`config.mk`:
```
export PLATFORM = sky130hd
export DESIGN_NAME = flash_disk_device_flat
export DESIGN_NICKNAME = d
export VERILOG_FILES = /design/src/logic/flash_pin_pkg.sv /design/src/logic/flash_pin_if.sv /design/src/logic/strap_sync.sv /design/src/logic/flash_disk_device.sv /design/src/flat_wrapper.sv
export SDC_FILE = /design/constraint.sdc
export NUM_CORES = 1
export LEC_CHECK = 0
export BUFFER_PORTS_ARGS = -buffer_cell sky130_fd_sc_hd__buf_2
export CAP_MARGIN = 5
export CORE_ASPECT_RATIO = 1.2
export CORE_MARGIN = 2
export CORE_UTILIZATION = 45
export DETAILED_ROUTE_END_ITERATION = 10
export GPL_TIMING_DRIVEN = 0
export PLACE_DENSITY = 0.7
export SLEW_MARGIN = 40
export SYNTH_ARGS = -nofsm -noshare
export SYNTH_HDL_FRONTEND = slang
export SYNTH_SLANG_ARGS = --single-unit
```
`constraint.sdc`:
```
create_clock -name ref_clk -period 7.3 [get_ports ref_clk]
set_input_delay 1.095 -clock ref_clk [delete_from_list [all_inputs] [get_ports ref_clk]]
set_output_delay 1.095 -clock ref_clk [all_outputs]
set_load 0.1 [all_outputs]
```
`src/logic/flash_pin_pkg.sv`:
```
/*
 Shared constants and types for the flash disk host pin interface.
 Assumes a single 100 MHz clock domain on both ends.
*/
package flash_pin_pkg;
  localparam int ADDR_W          = 13;
  localparam int DATA_W          = 16;
  localparam int BYTE_W          = 8;
  localparam int ID_W            = 2;
  localparam int WIN_W           = 12;
  localparam int CLK_PERIOD_NS   = 10;
  localparam int INIT_TIME_NS    = 2000;
  localparam int INIT_CYCLES     = (INIT_TIME_NS + CLK_PERIOD_NS - 1) / CLK_PERIOD_NS;
  localparam int CNT_W           = 16;
  // Device window register map (word index in address bits above bit 0)
  localparam logic [WIN_W-1:0] REG_DATA     = 12'h000;
  localparam logic [WIN_W-1:0] REG_STATUS   = 12'h001;
  localparam logic [WIN_W-1:0] REG_PROT     = 12'h002;
  localparam logic [WIN_W-1:0] REG_EVENT    = 12'h003;
  localparam logic [WIN_W-1:0] REG_IRQ_EN   = 12'h004;
  localparam logic [WIN_W-1:0] REG_IRQ_CLR  = 12'h005;
  localparam logic [WIN_W-1:0] REG_DMA      = 12'h006;
  localparam logic [WIN_W-1:0] REG_SLEEP    = 12'h007;
  // Host controller register map
  localparam logic [3:0] HREG_ADDR   = 4'h0;
  localparam logic [3:0] HREG_WDATA  = 4'h1;
  localparam logic [3:0] HREG_CMD    = 4'h2;
  localparam logic [3:0] HREG_RDATA  = 4'h3;
  localparam logic [3:0] HREG_STATUS = 4'h4;
  localparam logic [3:0] HREG_EVT    = 4'h5;
  localparam logic [3:0] HREG_EN     = 4'h6;
  localparam logic [3:0] HREG_CLR    = 4'h7;
  localparam logic [3:0] HREG_PINS   = 4'h8;
  // Command bits
  localparam int CMD_WRITE = 0;
  localparam int CMD_READ  = 1;
  localparam int CMD_SLEEP = 2;
  // Host event bits
  localparam int EVT_DONE  = 0;
  localparam int EVT_IRQ   = 1;
  localparam int EVT_DMA   = 2;
  localparam int EVT_READY = 3;
  localparam int EVT_W     = 4;
  localparam int STROBE_CYCLES = 3;
  localparam logic [DATA_W-1:0] FILL_RESET = 16'h0000;

  typedef enum logic [1:0] {
    H_IDLE  = 2'b00,
    H_SETUP = 2'b01,
    H_PULSE = 2'b11,
    H_HOLD  = 2'b10
  } host_state_type;

  typedef enum logic [1:0] {
    D_INIT  = 2'b00,
    D_READY = 2'b01,
    D_SLEEP = 2'b11
  } dev_state_type;
endpackage

```
`src/logic/flash_pin_if.sv`:
```
/*
 Pin bundle between the flash disk device and the host bus controller.
 Two-way pins are split into in, out and enable (low drives); open-drain pins into in and enable.
*/
`timescale 1ns/1ps
interface flash_pin_if;
  import flash_pin_pkg::*;
  logic [ADDR_W-1:0] addr;
  logic [DATA_W-1:0] data_host_out;
  logic [DATA_W-1:0] data_host_oe_n;
  logic [DATA_W-1:0] data_dev_out;
  logic [DATA_W-1:0] data_dev_oe_n;
  logic [DATA_W-1:0] data_in;
  logic              chip_en_n;
  logic              write_en_n;
  logic              out_en_n;
  logic              lock_n;
  logic              busy_oe_n;
  logic              busy_in;
  logic              transfer_request_oe_n;
  logic              transfer_request_in;
  logic              irq_oe_n;
  logic              irq_in;
  logic              narrow_mode_pullup;

  modport device (
    input  addr, data_in, chip_en_n, write_en_n, out_en_n, lock_n,
    output data_dev_out, data_dev_oe_n, busy_oe_n, transfer_request_oe_n,
    output irq_oe_n, narrow_mode_pullup
  );
  modport host (
    input  data_in, busy_in, transfer_request_in, irq_in,
    output addr, data_host_out, data_host_oe_n, chip_en_n, write_en_n,
    output out_en_n, lock_n
  );
endinterface

```
`src/logic/strap_sync.sv`:
```
/*
 Two-stage synchroniser for a bus of pin levels.
 Assumes the inputs are asynchronous to ref_clk.
*/
`timescale 1ns/1ps
module strap_sync #(
  parameter int WIDTH = 1
) (
  // Clock and reset
  input  wire logic             ref_clk,
  input  wire logic             rst,
  // Levels
  input  wire logic [WIDTH-1:0] pin_in,
  output logic      [WIDTH-1:0] pin_sync
);
  logic [WIDTH-1:0] meta_reg;

  initial begin
    if (WIDTH < 1) $error("WIDTH must be positive");
  end

  always_ff @(posedge ref_clk or posedge rst) begin
    if (rst) begin
      meta_reg <= '0;
      pin_sync <= '0;
    end else begin
      meta_reg <= pin_in;
      pin_sync <= meta_reg;
    end
  end
endmodule

```
`src/logic/flash_disk_device.sv`:
```
/*
 Device end of the flash disk host pin interface: strap capture, busy
 during initialization, small register window, lock protection, sleep in wide mode only,
 DMA and interrupt requests.
 Assumes the host end drives the pins through flash_pin_if.host.
*/
`timescale 1ns/1ps
module flash_disk_device #(
  parameter int INIT_COUNT = flash_pin_pkg::INIT_CYCLES
) (
  // Clock and reset
  input  wire logic                       ref_clk,
  input  wire logic                       rst,
  // Pins
  flash_pin_if.device                     pins,
  // Straps
  input  wire logic                       width_strap,
  input  wire logic [flash_pin_pkg::ID_W-1:0] cascade_position,
  // Device-side data source for the transfer register
  input  wire logic [flash_pin_pkg::DATA_W-1:0] fill_data,
  input  wire logic                       dma_ready,
  // Status
  output logic                            wide_mode,
  output logic [flash_pin_pkg::ID_W-1:0]  position,
  output logic                            sleeping,
  output logic                            protect_active,
  output logic [flash_pin_pkg::DATA_W-1:0] store_data,
  output logic                            store_valid
);
  import flash_pin_pkg::*;

  initial begin
    if (INIT_COUNT < 1 || INIT_COUNT >= (1 << CNT_W)) $error("INIT_COUNT out of range");
  end

  // ----------------------------------------------------------------
  // Input synchronisation
  // ----------------------------------------------------------------
  logic [ADDR_W-1:0] addr_s;
  logic [DATA_W-1:0] data_s;
  logic              ce_s_n;
  logic              we_s_n;
  logic              oe_s_n;
  logic              lock_s_n;
  logic              width_s;
  logic [ID_W-1:0]   id_s;

  strap_sync #(.WIDTH(ADDR_W + DATA_W + 4 + 1 + ID_W)) u_sync (
    .ref_clk  (ref_clk),
    .rst      (rst),
    .pin_in   ({pins.addr, pins.data_in, pins.chip_en_n, pins.write_en_n,
                pins.out_en_n, pins.lock_n, width_strap, cascade_position}),
    .pin_sync ({addr_s, data_s, ce_s_n, we_s_n, oe_s_n, lock_s_n, width_s, id_s})
  );

  // ----------------------------------------------------------------
  // Strap capture and initialization
  // ----------------------------------------------------------------
  dev_state_type     state_reg;
  logic [CNT_W-1:0]  init_cnt_reg;
  logic              busy_oe_n_reg;
  logic              sleep_next;

  // Straps taken once when initialization ends
  always_ff @(posedge ref_clk or posedge rst) begin
    if (rst) begin
      state_reg     <= D_INIT;
      init_cnt_reg  <= '0;
      wide_mode     <= 1'b0;
      position      <= '0;
      busy_oe_n_reg <= 1'b0;
    end else if (state_reg == D_INIT) begin
      init_cnt_reg <= init_cnt_reg + 1'b1;
      if (init_cnt_reg == CNT_W'(INIT_COUNT - 1)) begin
        state_reg     <= D_READY;
        wide_mode     <= width_s;
        position      <= id_s;
        busy_oe_n_reg <= 1'b1;
      end
    end else begin
      state_reg <= sleep_next ? D_SLEEP : D_READY;
    end
  end

  // ----------------------------------------------------------------
  // Access decode
  // ----------------------------------------------------------------
  logic              ready;
  logic              sleep_pin;
  logic [WIN_W-1:0]  word_idx;
  logic [ADDR_W-1:0] full_addr;
  logic              access;
  logic              we_d_reg;
  logic              we_rise;
  logic              my_chip;

  assign ready     = (state_reg != D_INIT);
  // Wide mode: pin 0 is the sleep control, address bit 0 reads as zero
  assign sleep_pin  = wide_mode & addr_s[0];
  assign sleep_next = sleep_pin;
  assign full_addr  = wide_mode ? {addr_s[ADDR_W-1:1], 1'b0} : addr_s;
  assign word_idx   = full_addr[ADDR_W-1:1];
  // Position selects a quarter of the window by the top two address bits; words below 8 answer at any position
  assign my_chip    = (full_addr[ADDR_W-1 -: ID_W] == position) | (word_idx < 12'h008);
  assign access     = ready && (state_reg != D_SLEEP) && !ce_s_n && my_chip;
  assign we_rise    = we_s_n & ~we_d_reg;

  // ----------------------------------------------------------------
  // Registers
  // ----------------------------------------------------------------
  logic [DATA_W-1:0] prot_reg;
  logic [EVT_W-1:0]  event_reg;
  logic [EVT_W-1:0]  irq_en_reg;
  logic              dma_en_reg;
  logic [DATA_W-1:0] wdata;
  logic              wr;
  logic [EVT_W-1:0]  ev_set;
  logic              blocked;

  // Narrow mode: upper data byte ignored, taken as zero on writes
  assign wdata   = wide_mode ? data_s : {{BYTE_W{1'b0}}, data_s[BYTE_W-1:0]};
  assign wr      = access && we_rise;
  assign blocked = !lock_s_n && prot_reg[0];
  // Data event only for writes that were taken
  assign ev_set  = {1'b0, dma_ready & dma_en_reg, wr & blocked,
                    wr & !blocked & (word_idx == REG_DATA)};

  always_ff @(posedge ref_clk or posedge rst) begin
    if (rst) begin
      we_d_reg    <= 1'b1;
      prot_reg    <= '0;
      irq_en_reg  <= '0;
      dma_en_reg  <= 1'b0;
      store_data  <= FILL_RESET;
      store_valid <= 1'b0;
    end else begin
      we_d_reg    <= we_s_n;
      store_valid <= 1'b0;
      if (wr) begin
        case (word_idx)
          REG_DATA: begin
            if (!blocked) begin
              store_data  <= wdata;
              store_valid <= 1'b1;
            end
          end
          REG_PROT: begin
            if (lock_s_n) prot_reg <= wdata;
          end
          REG_IRQ_EN: irq_en_reg <= wdata[EVT_W-1:0];
          REG_DMA:    dma_en_reg <= wdata[0];
          default: ;
        endcase
      end
    end
  end

  // Set wins over clear
  always_ff @(posedge ref_clk or posedge rst) begin
    if (rst) begin
      event_reg <= '0;
    end else begin
      event_reg <= (event_reg & ~((wr && word_idx == REG_IRQ_CLR) ? wdata[EVT_W-1:0] : '0))
                   | ev_set;
    end
  end

  // ----------------------------------------------------------------
  // Read path and open-drain outputs
  // ----------------------------------------------------------------
  logic [DATA_W-1:0] rdata;
  logic [DATA_W-1:0] data_out_reg;
  logic [DATA_W-1:0] data_oe_n_reg;
  logic              drive;
  logic              irq_oe_n_reg;
  logic              dma_oe_n_reg;
  logic              pullup_reg;

  assign drive = access && !oe_s_n && we_s_n;
  assign rdata = (word_idx == REG_DATA)   ? fill_data :
                 (word_idx == REG_STATUS) ? {{(DATA_W-6){1'b0}}, blocked, sleeping,
                                             position, wide_mode, ready} :
                 (word_idx == REG_PROT)   ? prot_reg :
                 (word_idx == REG_EVENT)  ? {{(DATA_W-EVT_W){1'b0}}, event_reg} :
                 (word_idx == REG_IRQ_EN) ? {{(DATA_W-EVT_W){1'b0}}, irq_en_reg} :
                 '0;

  always_ff @(posedge ref_clk or posedge rst) begin
    if (rst) begin
      data_out_reg   <= '0;
      data_oe_n_reg  <= '1;
      irq_oe_n_reg   <= 1'b1;
      dma_oe_n_reg   <= 1'b1;
      pullup_reg     <= 1'b0;
      sleeping       <= 1'b0;
      protect_active <= 1'b0;
    end else begin
      data_out_reg   <= rdata;
      data_oe_n_reg  <= drive ? (wide_mode ? '0 : {{BYTE_W{1'b1}}, {BYTE_W{1'b0}}}) : '1;
      irq_oe_n_reg   <= ~|(event_reg & irq_en_reg);
      dma_oe_n_reg   <= ~(dma_en_reg & dma_ready & ready);
      pullup_reg     <= ready ? ~wide_mode : ~width_s;
      sleeping       <= (state_reg == D_SLEEP);
      protect_active <= blocked;
    end
  end

  assign pins.data_dev_out          = data_out_reg;
  assign pins.data_dev_oe_n         = data_oe_n_reg;
  assign pins.busy_oe_n             = busy_oe_n_reg;
  assign pins.irq_oe_n              = irq_oe_n_reg;
  assign pins.transfer_request_oe_n = dma_oe_n_reg;
  assign pins.narrow_mode_pullup    = pullup_reg;
endmodule

```
`src/flat_wrapper.sv`:
```
// flat-port wrapper written by rule: the top's interface ports become plain ports
module flash_disk_device_flat import flash_pin_pkg::*;
#(
  parameter int INIT_COUNT = flash_pin_pkg::INIT_CYCLES
)
  (ref_clk, rst, width_strap, cascade_position, fill_data, dma_ready, wide_mode, position, sleeping, protect_active, store_data, store_valid, pins_addr, pins_data_in, pins_chip_en_n, pins_write_en_n, pins_out_en_n, pins_lock_n, pins_data_dev_out, pins_data_dev_oe_n, pins_busy_oe_n, pins_transfer_request_oe_n, pins_irq_oe_n, pins_narrow_mode_pullup);
  flash_pin_if pins_i ();
  input  wire logic ref_clk;
  input  wire logic rst;
  input  wire logic width_strap;
  input  wire logic [flash_pin_pkg::ID_W-1:0] cascade_position;
  input  wire logic [flash_pin_pkg::DATA_W-1:0] fill_data;
  input  wire logic dma_ready;
  output logic wide_mode;
  output logic [flash_pin_pkg::ID_W-1:0] position;
  output logic sleeping;
  output logic protect_active;
  output logic [flash_pin_pkg::DATA_W-1:0] store_data;
  output logic store_valid;
  input wire logic [$bits(pins_i.addr)-1:0] pins_addr;
  input wire logic [$bits(pins_i.data_in)-1:0] pins_data_in;
  input wire logic [$bits(pins_i.chip_en_n)-1:0] pins_chip_en_n;
  input wire logic [$bits(pins_i.write_en_n)-1:0] pins_write_en_n;
  input wire logic [$bits(pins_i.out_en_n)-1:0] pins_out_en_n;
  input wire logic [$bits(pins_i.lock_n)-1:0] pins_lock_n;
  output wire logic [$bits(pins_i.data_dev_out)-1:0] pins_data_dev_out;
  output wire logic [$bits(pins_i.data_dev_oe_n)-1:0] pins_data_dev_oe_n;
  output wire logic [$bits(pins_i.busy_oe_n)-1:0] pins_busy_oe_n;
  output wire logic [$bits(pins_i.transfer_request_oe_n)-1:0] pins_transfer_request_oe_n;
  output wire logic [$bits(pins_i.irq_oe_n)-1:0] pins_irq_oe_n;
  output wire logic [$bits(pins_i.narrow_mode_pullup)-1:0] pins_narrow_mode_pullup;
  assign pins_i.addr = pins_addr;
  assign pins_i.data_in = pins_data_in;
  assign pins_i.chip_en_n = pins_chip_en_n;
  assign pins_i.write_en_n = pins_write_en_n;
  assign pins_i.out_en_n = pins_out_en_n;
  assign pins_i.lock_n = pins_lock_n;
  assign pins_data_dev_out = pins_i.data_dev_out;
  assign pins_data_dev_oe_n = pins_i.data_dev_oe_n;
  assign pins_busy_oe_n = pins_i.busy_oe_n;
  assign pins_transfer_request_oe_n = pins_i.transfer_request_oe_n;
  assign pins_irq_oe_n = pins_i.irq_oe_n;
  assign pins_narrow_mode_pullup = pins_i.narrow_mode_pullup;
  flash_disk_device #(.INIT_COUNT(INIT_COUNT)) u_core (.ref_clk(ref_clk), .rst(rst), .pins(pins_i), .width_strap(width_strap), .cascade_position(cascade_position), .fill_data(fill_data), .dma_ready(dma_ready), .wide_mode(wide_mode), .position(position), .sleeping(sleeping), .protect_active(protect_active), .store_data(store_data), .store_valid(store_valid));
endmodule
```
==> key figures, run 1 <==
Critical path
  • Critical path class: reg2reg
  • Max incr delay on CP: around 0.57 ns
  • Slowest CP cell: or4_1
  • RR Startpoint: u_core.u_sync.pin_sync[29]$_DFF_PP0_
  • Critical Path Start: u_core.u_sync.pin_sync[29]$_DFF_PP0_
  • Crit path max-delay family: simple AND/OR/NAND/NOR gates
  • Reg2Reg Depth: 6
  • Buf/Inv on CP: 2
  • CP Depth: 6
  • Req. time, crit path: between 7 and 8 ns
  • Flop2flop setup slack: 4.53 ns
  • R2r endpoint: u_core.store_data[5]$_DFFE_PP0P_
  • CP endpoint kind: flip-flop
  • Startpoint Class: flip-flop
  • CP endpoint: u_core.store_data[5]$_DFFE_PP0P_
  • Crit-path max FO: 10
  • Arr. time, crit path: roughly 3.1 ns
  • CP Cell Sequence: or4_1 -> buf_2 -> or3_4 -> nor4_4 -> buf_6 -> mux2_4

Cells and area
  • Fin nets: about 580
  • Sequential cell area: around 4000 sq um
  • Share of cells above drive strength 1: between 30% and 40%
  • Design area: slightly above 7000 sq um
  • Area growth syn-to-layout: 24.0%
  • Multi-input gate area: roughly 1600 sq um
  • Fill count: between 1000 and 1500
  • N_diodes: 0
  • Final Util: 56.8%
  • Final non-filler cell total: 700

Timing
  • Crit path time final: approximately 2.8 ns
  • Setup violators final: 0
  • Final Slew Violations: 0
  • Worst clock skew: 0.0124 ns
  • Final hold slack: between 0.3 and 0.4 ns
  • Max-Slew Margin vs Limit: between 40% and 50%
  • Final hold vios: 0
  • Worst Max-Slew Pin Slew: roughly 0.84 ns
  • Max Freq: 361 MHz
  • RSZ-0062 raised after global routing: no
  • Setup_tns: 0 ns
  • Post-route clock period utilization: 38.0%
  • Final worst slack: between 4 and 5 ns

Yosys
  • Distinct cell type count after synthesis: 44
  • Yosys warning count: 0
  • Async set or reset register ratio after synthesis: 100%
  • Avg Inst Size Synth: around 15 sq um
  • Syn nets: 450
  • Main synth FF type: dfrtp_1
  • Post-Syn Area: ~5800 sq um
  • Post-synthesis sequential area ratio: 69.7%
  • Synth Register Bits: 160
  • Synth Instances: between 300 and 400
  • Post-synth EDFFs: 0

Clocking
  • H-tree depth: 4
  • Clock transition at path regs: 0.06 ns
  • Clk sink count: between 150 and 200
  • Clock root cell: clkbuf_16
  • Num CTS Buffers: 17
  • Worst skew pair latency: 0.42 ns
  • Post-CTS Resized: 0
  • Max clock buf depth: 2
  • Postcts setup bufs: 0
  • CTS Hold Buffers Added: 0
  • CTS tree: done

GRT
  • Met1 global-route usage: 21.7%
  • Met2 usage: ~29%
  • Initial antenna violation count: 0
  • Wire length of the first global-routing pass: ~18 mm
  • Largest net degree at the start of global routing: a little under 90
  • GRT Max-Usage Layer: met2
  • GRT Util Overall: between 10% and 20%
  • Congestion Overflow GR: 0
  • Number of global-route vias before repair: ~3500
  • Met3 GRT Util: ~4%

Place
  • DP Area: approximately 6600 sq um
  • Pre-CTS setup slack: about 4.5 ns
  • Placed insts: 669
  • Final RePlAce weighted congestion: around 0.9
  • PortBufs: 112
  • HPWL Detailed: ~7.7 mm

Floorplanning
  • Die area: 13700 sq um
  • Starting Density: a little under half
  • Core area: 12600 sq um
  • # rows: 45
  • DIE HEIGHT: ~130 microns
  • Horiz. Die Dim: about 110 microns
  • IO Pins: between 100 and 150

Routing
  • DR vias: between 3000 and 4000
  • Drt drc: 0
  • Total Wirelength: 10.9 mm
  • Detail Route Antenna Nets: 0
  • DRT Pass-1 Iters: 4
  • Wire per inst: approximately 16 microns
  • Starting DRC count in detailed routing: 192
  • Post-DR vias/cell: approximately 4.9

Worst hold path
  • Hold Crit Class: reg2reg

Pwr
  • Final Power: between 1.5 and 2 mW
  • Power Dens Cells: 256 nW/um^2
  • VDD IR max: approximately 0.15 mV
  • P_leak: ~3.5 nW

Flow run
  • Max-cap viol count: 0

Run status
  • Status: complete, no violations
[power breakdown]
part	switching [mW]	total (mW)	internal (mW)	leakage, nW
combinational	0.0342	0.0545	0.0204	1.21
clock	0.322	0.859	0.537	0.280
sequential	0.00805	0.916	0.908	2.03
[cell usage in the layout (no fill, tap or decap), types with 3 or more instances in the layout]
| cell | synthesis | final |
|---|---|---|
| a21oi_1 | 6 | 6 |
| a22o_1 | 3 | 3 |
| a22oi_1 | 4 | 4 |
| and2_1 | 8 | 8 |
| and4_1 | 3 | 3 |
| buf_2 | 3 | 115 |
| buf_4 | 14 | 14 |
| clkbuf_1 | 9 | 14 |
| clkbuf_16 | 0 | 17 |
| clkbuf_8 | 0 | 4 |
| dfrtp_1 | 155 | 155 |
| dfstp_2 | 5 | 5 |
| ha_1 | 3 | 3 |
| inv_1 | 8 | 7 |
| mux2_2 | 32 | 32 |
| mux2_4 | 9 | 9 |
| mux2i_1 | 14 | 14 |
| nand2_1 | 18 | 18 |
| nand2b_1 | 4 | 4 |
| nand3_1 | 8 | 8 |
| nand4_1 | 3 | 3 |
| nor2_1 | 18 | 18 |
| nor2b_1 | 4 | 4 |
| nor3_1 | 5 | 4 |
| nor4_1 | 6 | 6 |
| o22ai_1 | 7 | 7 |
| or2_2 | 5 | 5 |
| or4_1 | 3 | 3 |
| xnor2_1 | 9 | 9 |
| xor2_1 | 8 | 8 |
[how the worst min path moves through the flow]
| stage | cells after the start | startpoint | to |
|---|---|---|---|
| 6_report | 0 | u_core.u_sync.meta_reg[21]$_DFF_PP0_ | u_core.u_sync.pin_sync[21]$_DFF_PP0_ |
| 4_1_cts | 0 | u_core.u_sync.meta_reg[16]$_DFF_PP0_ | u_core.u_sync.pin_sync[16]$_DFF_PP0_ |
| 5_1_grt | 0 | u_core.u_sync.meta_reg[21]$_DFF_PP0_ | u_core.u_sync.pin_sync[21]$_DFF_PP0_ |
| 3_3_place_gp | 0 | u_core.u_sync.meta_reg[16]$_DFF_PP0_ | u_core.u_sync.pin_sync[16]$_DFF_PP0_ |
| 2_1_floorplan | 0 | u_core.u_sync.meta_reg[0]$_DFF_PP0_ | u_core.u_sync.pin_sync[0]$_DFF_PP0_ |
| 3_5_place_dp | 0 | u_core.u_sync.meta_reg[24]$_DFF_PP0_ | u_core.u_sync.pin_sync[24]$_DFF_PP0_ |
[kinds of logic after synthesis]
group	Yosys count	share of synthesized area, %
AO/OA/AOI/OAI	29	3.57
XOR/XNOR	17	2.59
adder cells (fa/ha/maj)	3	0.653
buffers and inverters	35	3.39
flip-flops	160	69.7
multiplexers	55	11.0
AND/OR/NAND/NOR	93	9.05
[final cells by class]
cell class | instances | share of cell area (%)
multi-input combinational | 197 | 21.8
timing repair buffer | 113 | 8.24
sequential | 160 | 56.2
clock buffer | 26 | 7.00
buffer | 27 | 2.31
clock inverter | 5 | 1.09
tap | 164 | 2.88
inverter | 8 | 0.526
[cells in the mapped netlist (2+ instances only)]
cell | n | share of area [%]
and2_1 | 8 | 0.87
and4_1 | 3 | 0.46
mux2_2 | 32 | 6.3
and3_1 | 2 | 0.22
a22oi_1 | 4 | 0.52
nor3_1 | 5 | 0.43
nor4_1 | 6 | 0.65
or2_2 | 5 | 0.54
o22ai_1 | 7 | 0.76
nand2_1 | 18 | 1.2
nand3_1 | 8 | 0.70
nand2b_1 | 4 | 0.43
ha_1 | 3 | 0.65
a22o_1 | 3 | 0.46
mux2i_1 | 14 | 2.4
nand4_1 | 3 | 0.33
xor2_1 | 8 | 1.2
buf_4 | 14 | 1.8
nor2_1 | 18 | 1.2
xnor2_1 | 9 | 1.4
o211ai_1 | 2 | 0.26
clkbuf_1 | 9 | 0.59
or4_1 | 3 | 0.39
dfstp_2 | 5 | 2.3
buf_2 | 3 | 0.26
a21oi_1 | 6 | 0.52
mux2_4 | 9 | 2.3
nor2b_1 | 4 | 0.43
dfrtp_1 | 155 | 67
inv_1 | 8 | 0.52
[worst reg2reg max path: cells and delay by family, from the launching register on]
kind                   cells  cell delay [ns]
buffers and inverters      2             0.49
flip-flops                 1             0.35
multiplexers               1             0.32
AND/OR/NAND/NOR            3             1.49
[metal layers]
metal / wire length, microns / up-vias / share of wire (%)
li1: - / 1601 / -
met1: 4550 / 1706 / 42
met2: 5550 / 98 / 51
met3: 560 / 13 / 5.2
met4: 196 / 0 / 1.8
met5: 0 / - / 0
Note: power is estimated with default switching activity, not from simulation.
==> run 2: changes to the inputs <==
- ABC_AREA: unset -> 1
- clock period: 7.3 -> 2.8 ns (I/O delays scaled with it)
==> run 2 against run 1 <==
Register-to-register slack worse by 3.9 ns. Hold slack worse by 0.24 ns. Total power rose to 2.5 times the previous value. Largest power group unchanged. Count of clock-buffer cells in the layout down 8. Non-clock buffer count up 6. Critical path type unchanged.
==> key figures, run 2 <==
Clocking
  • Max clock buf depth: 2 (unchanged)
  • CTS tree: done (unchanged)
  • Post-CTS Resized: 0 (unchanged)
  • Num CTS Buffers: 17 (unchanged)
  • Worst skew pair latency: 0.42 ns (about the same)
  • Clk sink count: 160 (unchanged)
  • Clock root cell: clkbuf_16 (unchanged)
  • Clock transition at path regs: 0.07 ns (was 0.06 ns)
  • Postcts setup bufs: 0 (unchanged)
  • H-tree depth: 4 (unchanged)

Cells and area
  • Fin nets: 732 (was 582)
  • Most common cell after layout, fill and taps aside: dfrtp_1 (unchanged)
  • Fill count: 1050 (was 1021)
  • Most frequent cells in the layout: dfrtp_1, nand2_1, buf_2 (was dfrtp_1, buf_2, mux2_2)
  • Share of cells above drive strength 1: 27.5% (was 39.7%)
  • Area growth syn-to-layout: 25.0% (was 24.0%)
  • Final non-filler cell total: 852 (was 700)

Yosys
  • Async set or reset register ratio after synthesis: 100% (unchanged)
  • Post-synth EDFFs: 0 (unchanged)
  • Post-Syn Area: 5850 sq um (was 5750 sq um)
  • Main synth FF type: dfrtp_1 (unchanged)
  • Yosys warning count: 0 (unchanged)
  • Post-synthesis sequential area ratio: 68.6% (was 69.7%)
  • Distinct cell type count after synthesis: 30 (was 44)
  • Post-synth top cells: dfrtp_1, nand2_1, inv_1 (was dfrtp_1, mux2_2, nand2_1, nor2_1)
  • Count leader, synth: dfrtp_1 (unchanged)
  • Synth Register Bits: 160 (unchanged)
  • Post-synth top area share: 66.3% (was 67.4%)
  • Synth Instances: 536 (was 392)
  • Syn nets: 594 (was 450)
  • Largest cells by area after synthesis: dfrtp_1, nand2_1, inv_1, o21ai_1, o21ai_0 (was dfrtp_1, mux2_2, mux2i_1, mux2_4, dfstp_2)
  • Area leader, netlist: dfrtp_1 (unchanged)
  • Avg Inst Size Synth: 10.9 sq um (was 14.7 sq um)

Critical path
  • CP Cell Sequence: inv_1 -> ha_1 -> buf_2 -> inv_1 -> nor2_1 -> nand2_1 -> nor2_1 -> nand2_1 -> nor2_1 -> nand3_1 -> nand2_1 -> nand2_1 (was or4_1 -> buf_2 -> or3_4 -> nor4_4 -> buf_6 -> mux2_4)
  • Req. time, crit path: 3.11 ns (was 7.59 ns)
  • Slowest CP cell: dfrtp_1 (was or4_1)
  • Reg2Reg Depth: 12 (was 6)
  • Startpoint Class: flip-flop (unchanged)
  • Buf/Inv on CP: 3 (was 2)
  • R2r endpoint: u_core.init_cnt_reg[15]$_DFFE_PP0P_ (was u_core.store_data[5]$_DFFE_PP0P_)
  • Most used cell, CP: nand2_1
  • Critical path class: reg2reg (unchanged)
  • Arr. time, crit path: 2.46 ns (was 3.07 ns)
  • RR Startpoint: u_core.state_reg[0]$_DFFE_PP0P_ (was u_core.u_sync.pin_sync[29]$_DFF_PP0_)
  • Max incr delay on CP: 0.38 ns (was 0.57 ns)
  • Crit-path max FO: 9 (was 10)
  • CP endpoint kind: flip-flop (unchanged)
  • Crit path max-delay family: simple AND/OR/NAND/NOR gates (unchanged)
  • Flop2flop setup slack: 0.65 ns (was 4.53 ns)

Floorplanning
  • IO Pins: 113 (unchanged)
  • Horiz. Die Dim: 108 microns (was 107 microns)
  • Die area: 13900 sq um (was 13700 sq um)
  • DIE HEIGHT: 129 microns (was 128 microns)
  • Starting Density: 46.2% (was 45.8%)
  • Core area: 12700 sq um (was 12600 sq um)
  • # rows: 45 (unchanged)

Timing
  • Setup_tns: 0 ns (unchanged)
  • Crit path time final: 2.15 ns (was 2.77 ns)
  • Max-Slew Margin vs Limit: 57.6% (was 43.4%)
  • Worst Max-Slew Pin Slew: 0.633 ns (was 0.842 ns)
  • RSZ-0062 raised after global routing: no (unchanged)
  • Max Freq: 465 MHz (was 361 MHz)
  • Final Slew Violations: 0 (unchanged)
  • Post-route clock period utilization: 76.7% (was 38.0%)
  • Final hold vios: 0 (unchanged)
  • Final hold slack: 0.102 ns (was 0.343 ns)
  • Setup violators final: 0 (unchanged)
  • Worst clock skew: 0.00985 ns (was 0.0124 ns)

Worst hold path
  • Hold Crit Class: in2reg (was reg2reg)
  • Hold Path Origin: pins_addr[1] (was u_core.u_sync.meta_reg[21]$_DFF_PP0_)
  • Hold path cells: 1 (was 0)
  • Worst Hold Path EP: u_core.u_sync.meta_reg[24]$_DFF_PP0_ (was u_core.u_sync.pin_sync[21]$_DFF_PP0_)

Place
  • PortBufs: 112 (unchanged)
  • Final RePlAce weighted congestion: 0.897 (was 0.896)
  • Placed insts: 818 (was 669)
  • HPWL Detailed: 8.99 mm (was 7.65 mm)

GRT
  • GRT Util Overall: 19.0% (was 17.4%)
  • Number of global-route vias before repair: 4174 (was 3474)
  • Largest net degree at the start of global routing: 30 (was 87)
  • Congestion Overflow GR: 0 (unchanged)
  • Wire length of the first global-routing pass: 20.1 mm (was 17.8 mm)
  • Initial antenna violation count: 1 (was 0)

Routing
  • Total Wirelength: 12.3 mm (was 10.9 mm)
  • DRT Pass-1 Iters: 5 (was 4)
  • Detail Route Antenna Nets: 0 (unchanged)
  • Starting DRC count in detailed routing: 222 (was 192)
  • Wire per inst: 14.4 microns (was 15.5 microns)
  • Post-DR vias/cell: 4.87 (was 4.88)
  • Drt drc: 0 (unchanged)
  • DR vias: 4148 (was 3418)

Flow run
  • Max-cap viol count: 0 (unchanged)

Run status
  • Status: complete, no violations (unchanged)

Pwr
  • P_leak: 3.64 nW (was 3.52 nW)
  • VDD IR max: 0.330 mV (was 0.153 mV)
  • Power Dens Cells: 638 nW/um^2 (was 256 nW/um^2)
-- run 2: final cells by class --
cell class | count | area (sq um) | area share [%]
Tap cell | 164 | 205 | 2.81
Clock inverter | 14 | 121 | 1.66
Multi-Input combinational cell | 292 | 1450 | 19.8
Antenna cell | 1 | 2.50 | 0.0342
Sequential cell | 160 | 4010 | 54.9
Clock buffer | 18 | 429 | 5.87
Timing Repair Buffer | 119 | 698 | 9.55
Buffer | 27 | 176 | 2.41
Inverter | 57 | 218 | 2.98
-- run 2: worst max-delay path by stage --
stage          cells after the start  slack, ns                            start                               endpoint
2_1_floorplan                      1       0.36                              rst          u_core.dma_en_reg$_DFFE_PP0P_
3_5_place_dp                      12       0.67  u_core.state_reg[0]$_DFFE_PP0P_    u_core.init_cnt_reg[15]$_DFFE_PP0P_
3_3_place_gp                       2      -0.40                              rst  u_core.pins.data_dev_out[6]$_DFF_PP0_
5_1_grt                           12       0.38  u_core.state_reg[0]$_DFFE_PP0P_    u_core.init_cnt_reg[15]$_DFFE_PP0P_
6_report                          12       0.65  u_core.state_reg[0]$_DFFE_PP0P_    u_core.init_cnt_reg[15]$_DFFE_PP0P_
4_1_cts                           12       0.63  u_core.state_reg[0]$_DFFE_PP0P_    u_core.init_cnt_reg[15]$_DFFE_PP0P_
-- run 2: where the power goes --
part	internal [mW]	switching, mW
combinational	0.0528	0.0922
sequential	2.37	0.0204
clock	1.17	0.967
-- run 2: cells by family (layout without fill, tap and decap cells) --
| group | count (synthesis) | after routing | synth area share (%) |
|---|---|---|---|
| XOR/XNOR | 13 | 13 | 1.95 |
| flip-flops | 160 | 160 | 68.6 |
| buffers and inverters | 84 | 235 | 6.67 |
| AND/OR/NAND/NOR | 204 | 204 | 15.6 |
| other | 0 | 1 | 0 |
| adder cells (fa/ha/maj) | 3 | 3 | 0.642 |
| AO/OA/AOI/OAI | 72 | 72 | 6.63 |
-- run 2: timing repair --
action                                 4_1_cts  5_1_grt
setup endpoints to repair                    0        0
endpoints found under the hold margin       10        0
hold buffers                                 1        0
-- run 2: per-stage QoR --
stage / setup WS [ns] / instance area (sq um) / utilization (%) / total power, mW
final: 0.652 / 7310 / 57.7 / 4.66
after global routing: 0.380 / 7310 / 57.7 / 4.84
after CTS: 0.634 / 7310 / 57.7 / 4.70
after detailed placement: 0.665 / 6750 / 53.3 / 2.58
after global placement: -0.403 / 6620 / 52.2 / 2.55
after floorplan: 0.355 / 5850 / - / 2.49
-- run 2: routing by layer --
metal  vias up  routed length (microns)  track usage [%]  share of wire (%)
met3        26                      597             4.61                4.8
met5         -                        0                0                  0
li1       1985                        -                -                  -
met1      1998                     4960             23.3                 40
met4         0                      280             7.99                2.3
met2       139                     6470             32.1                 53
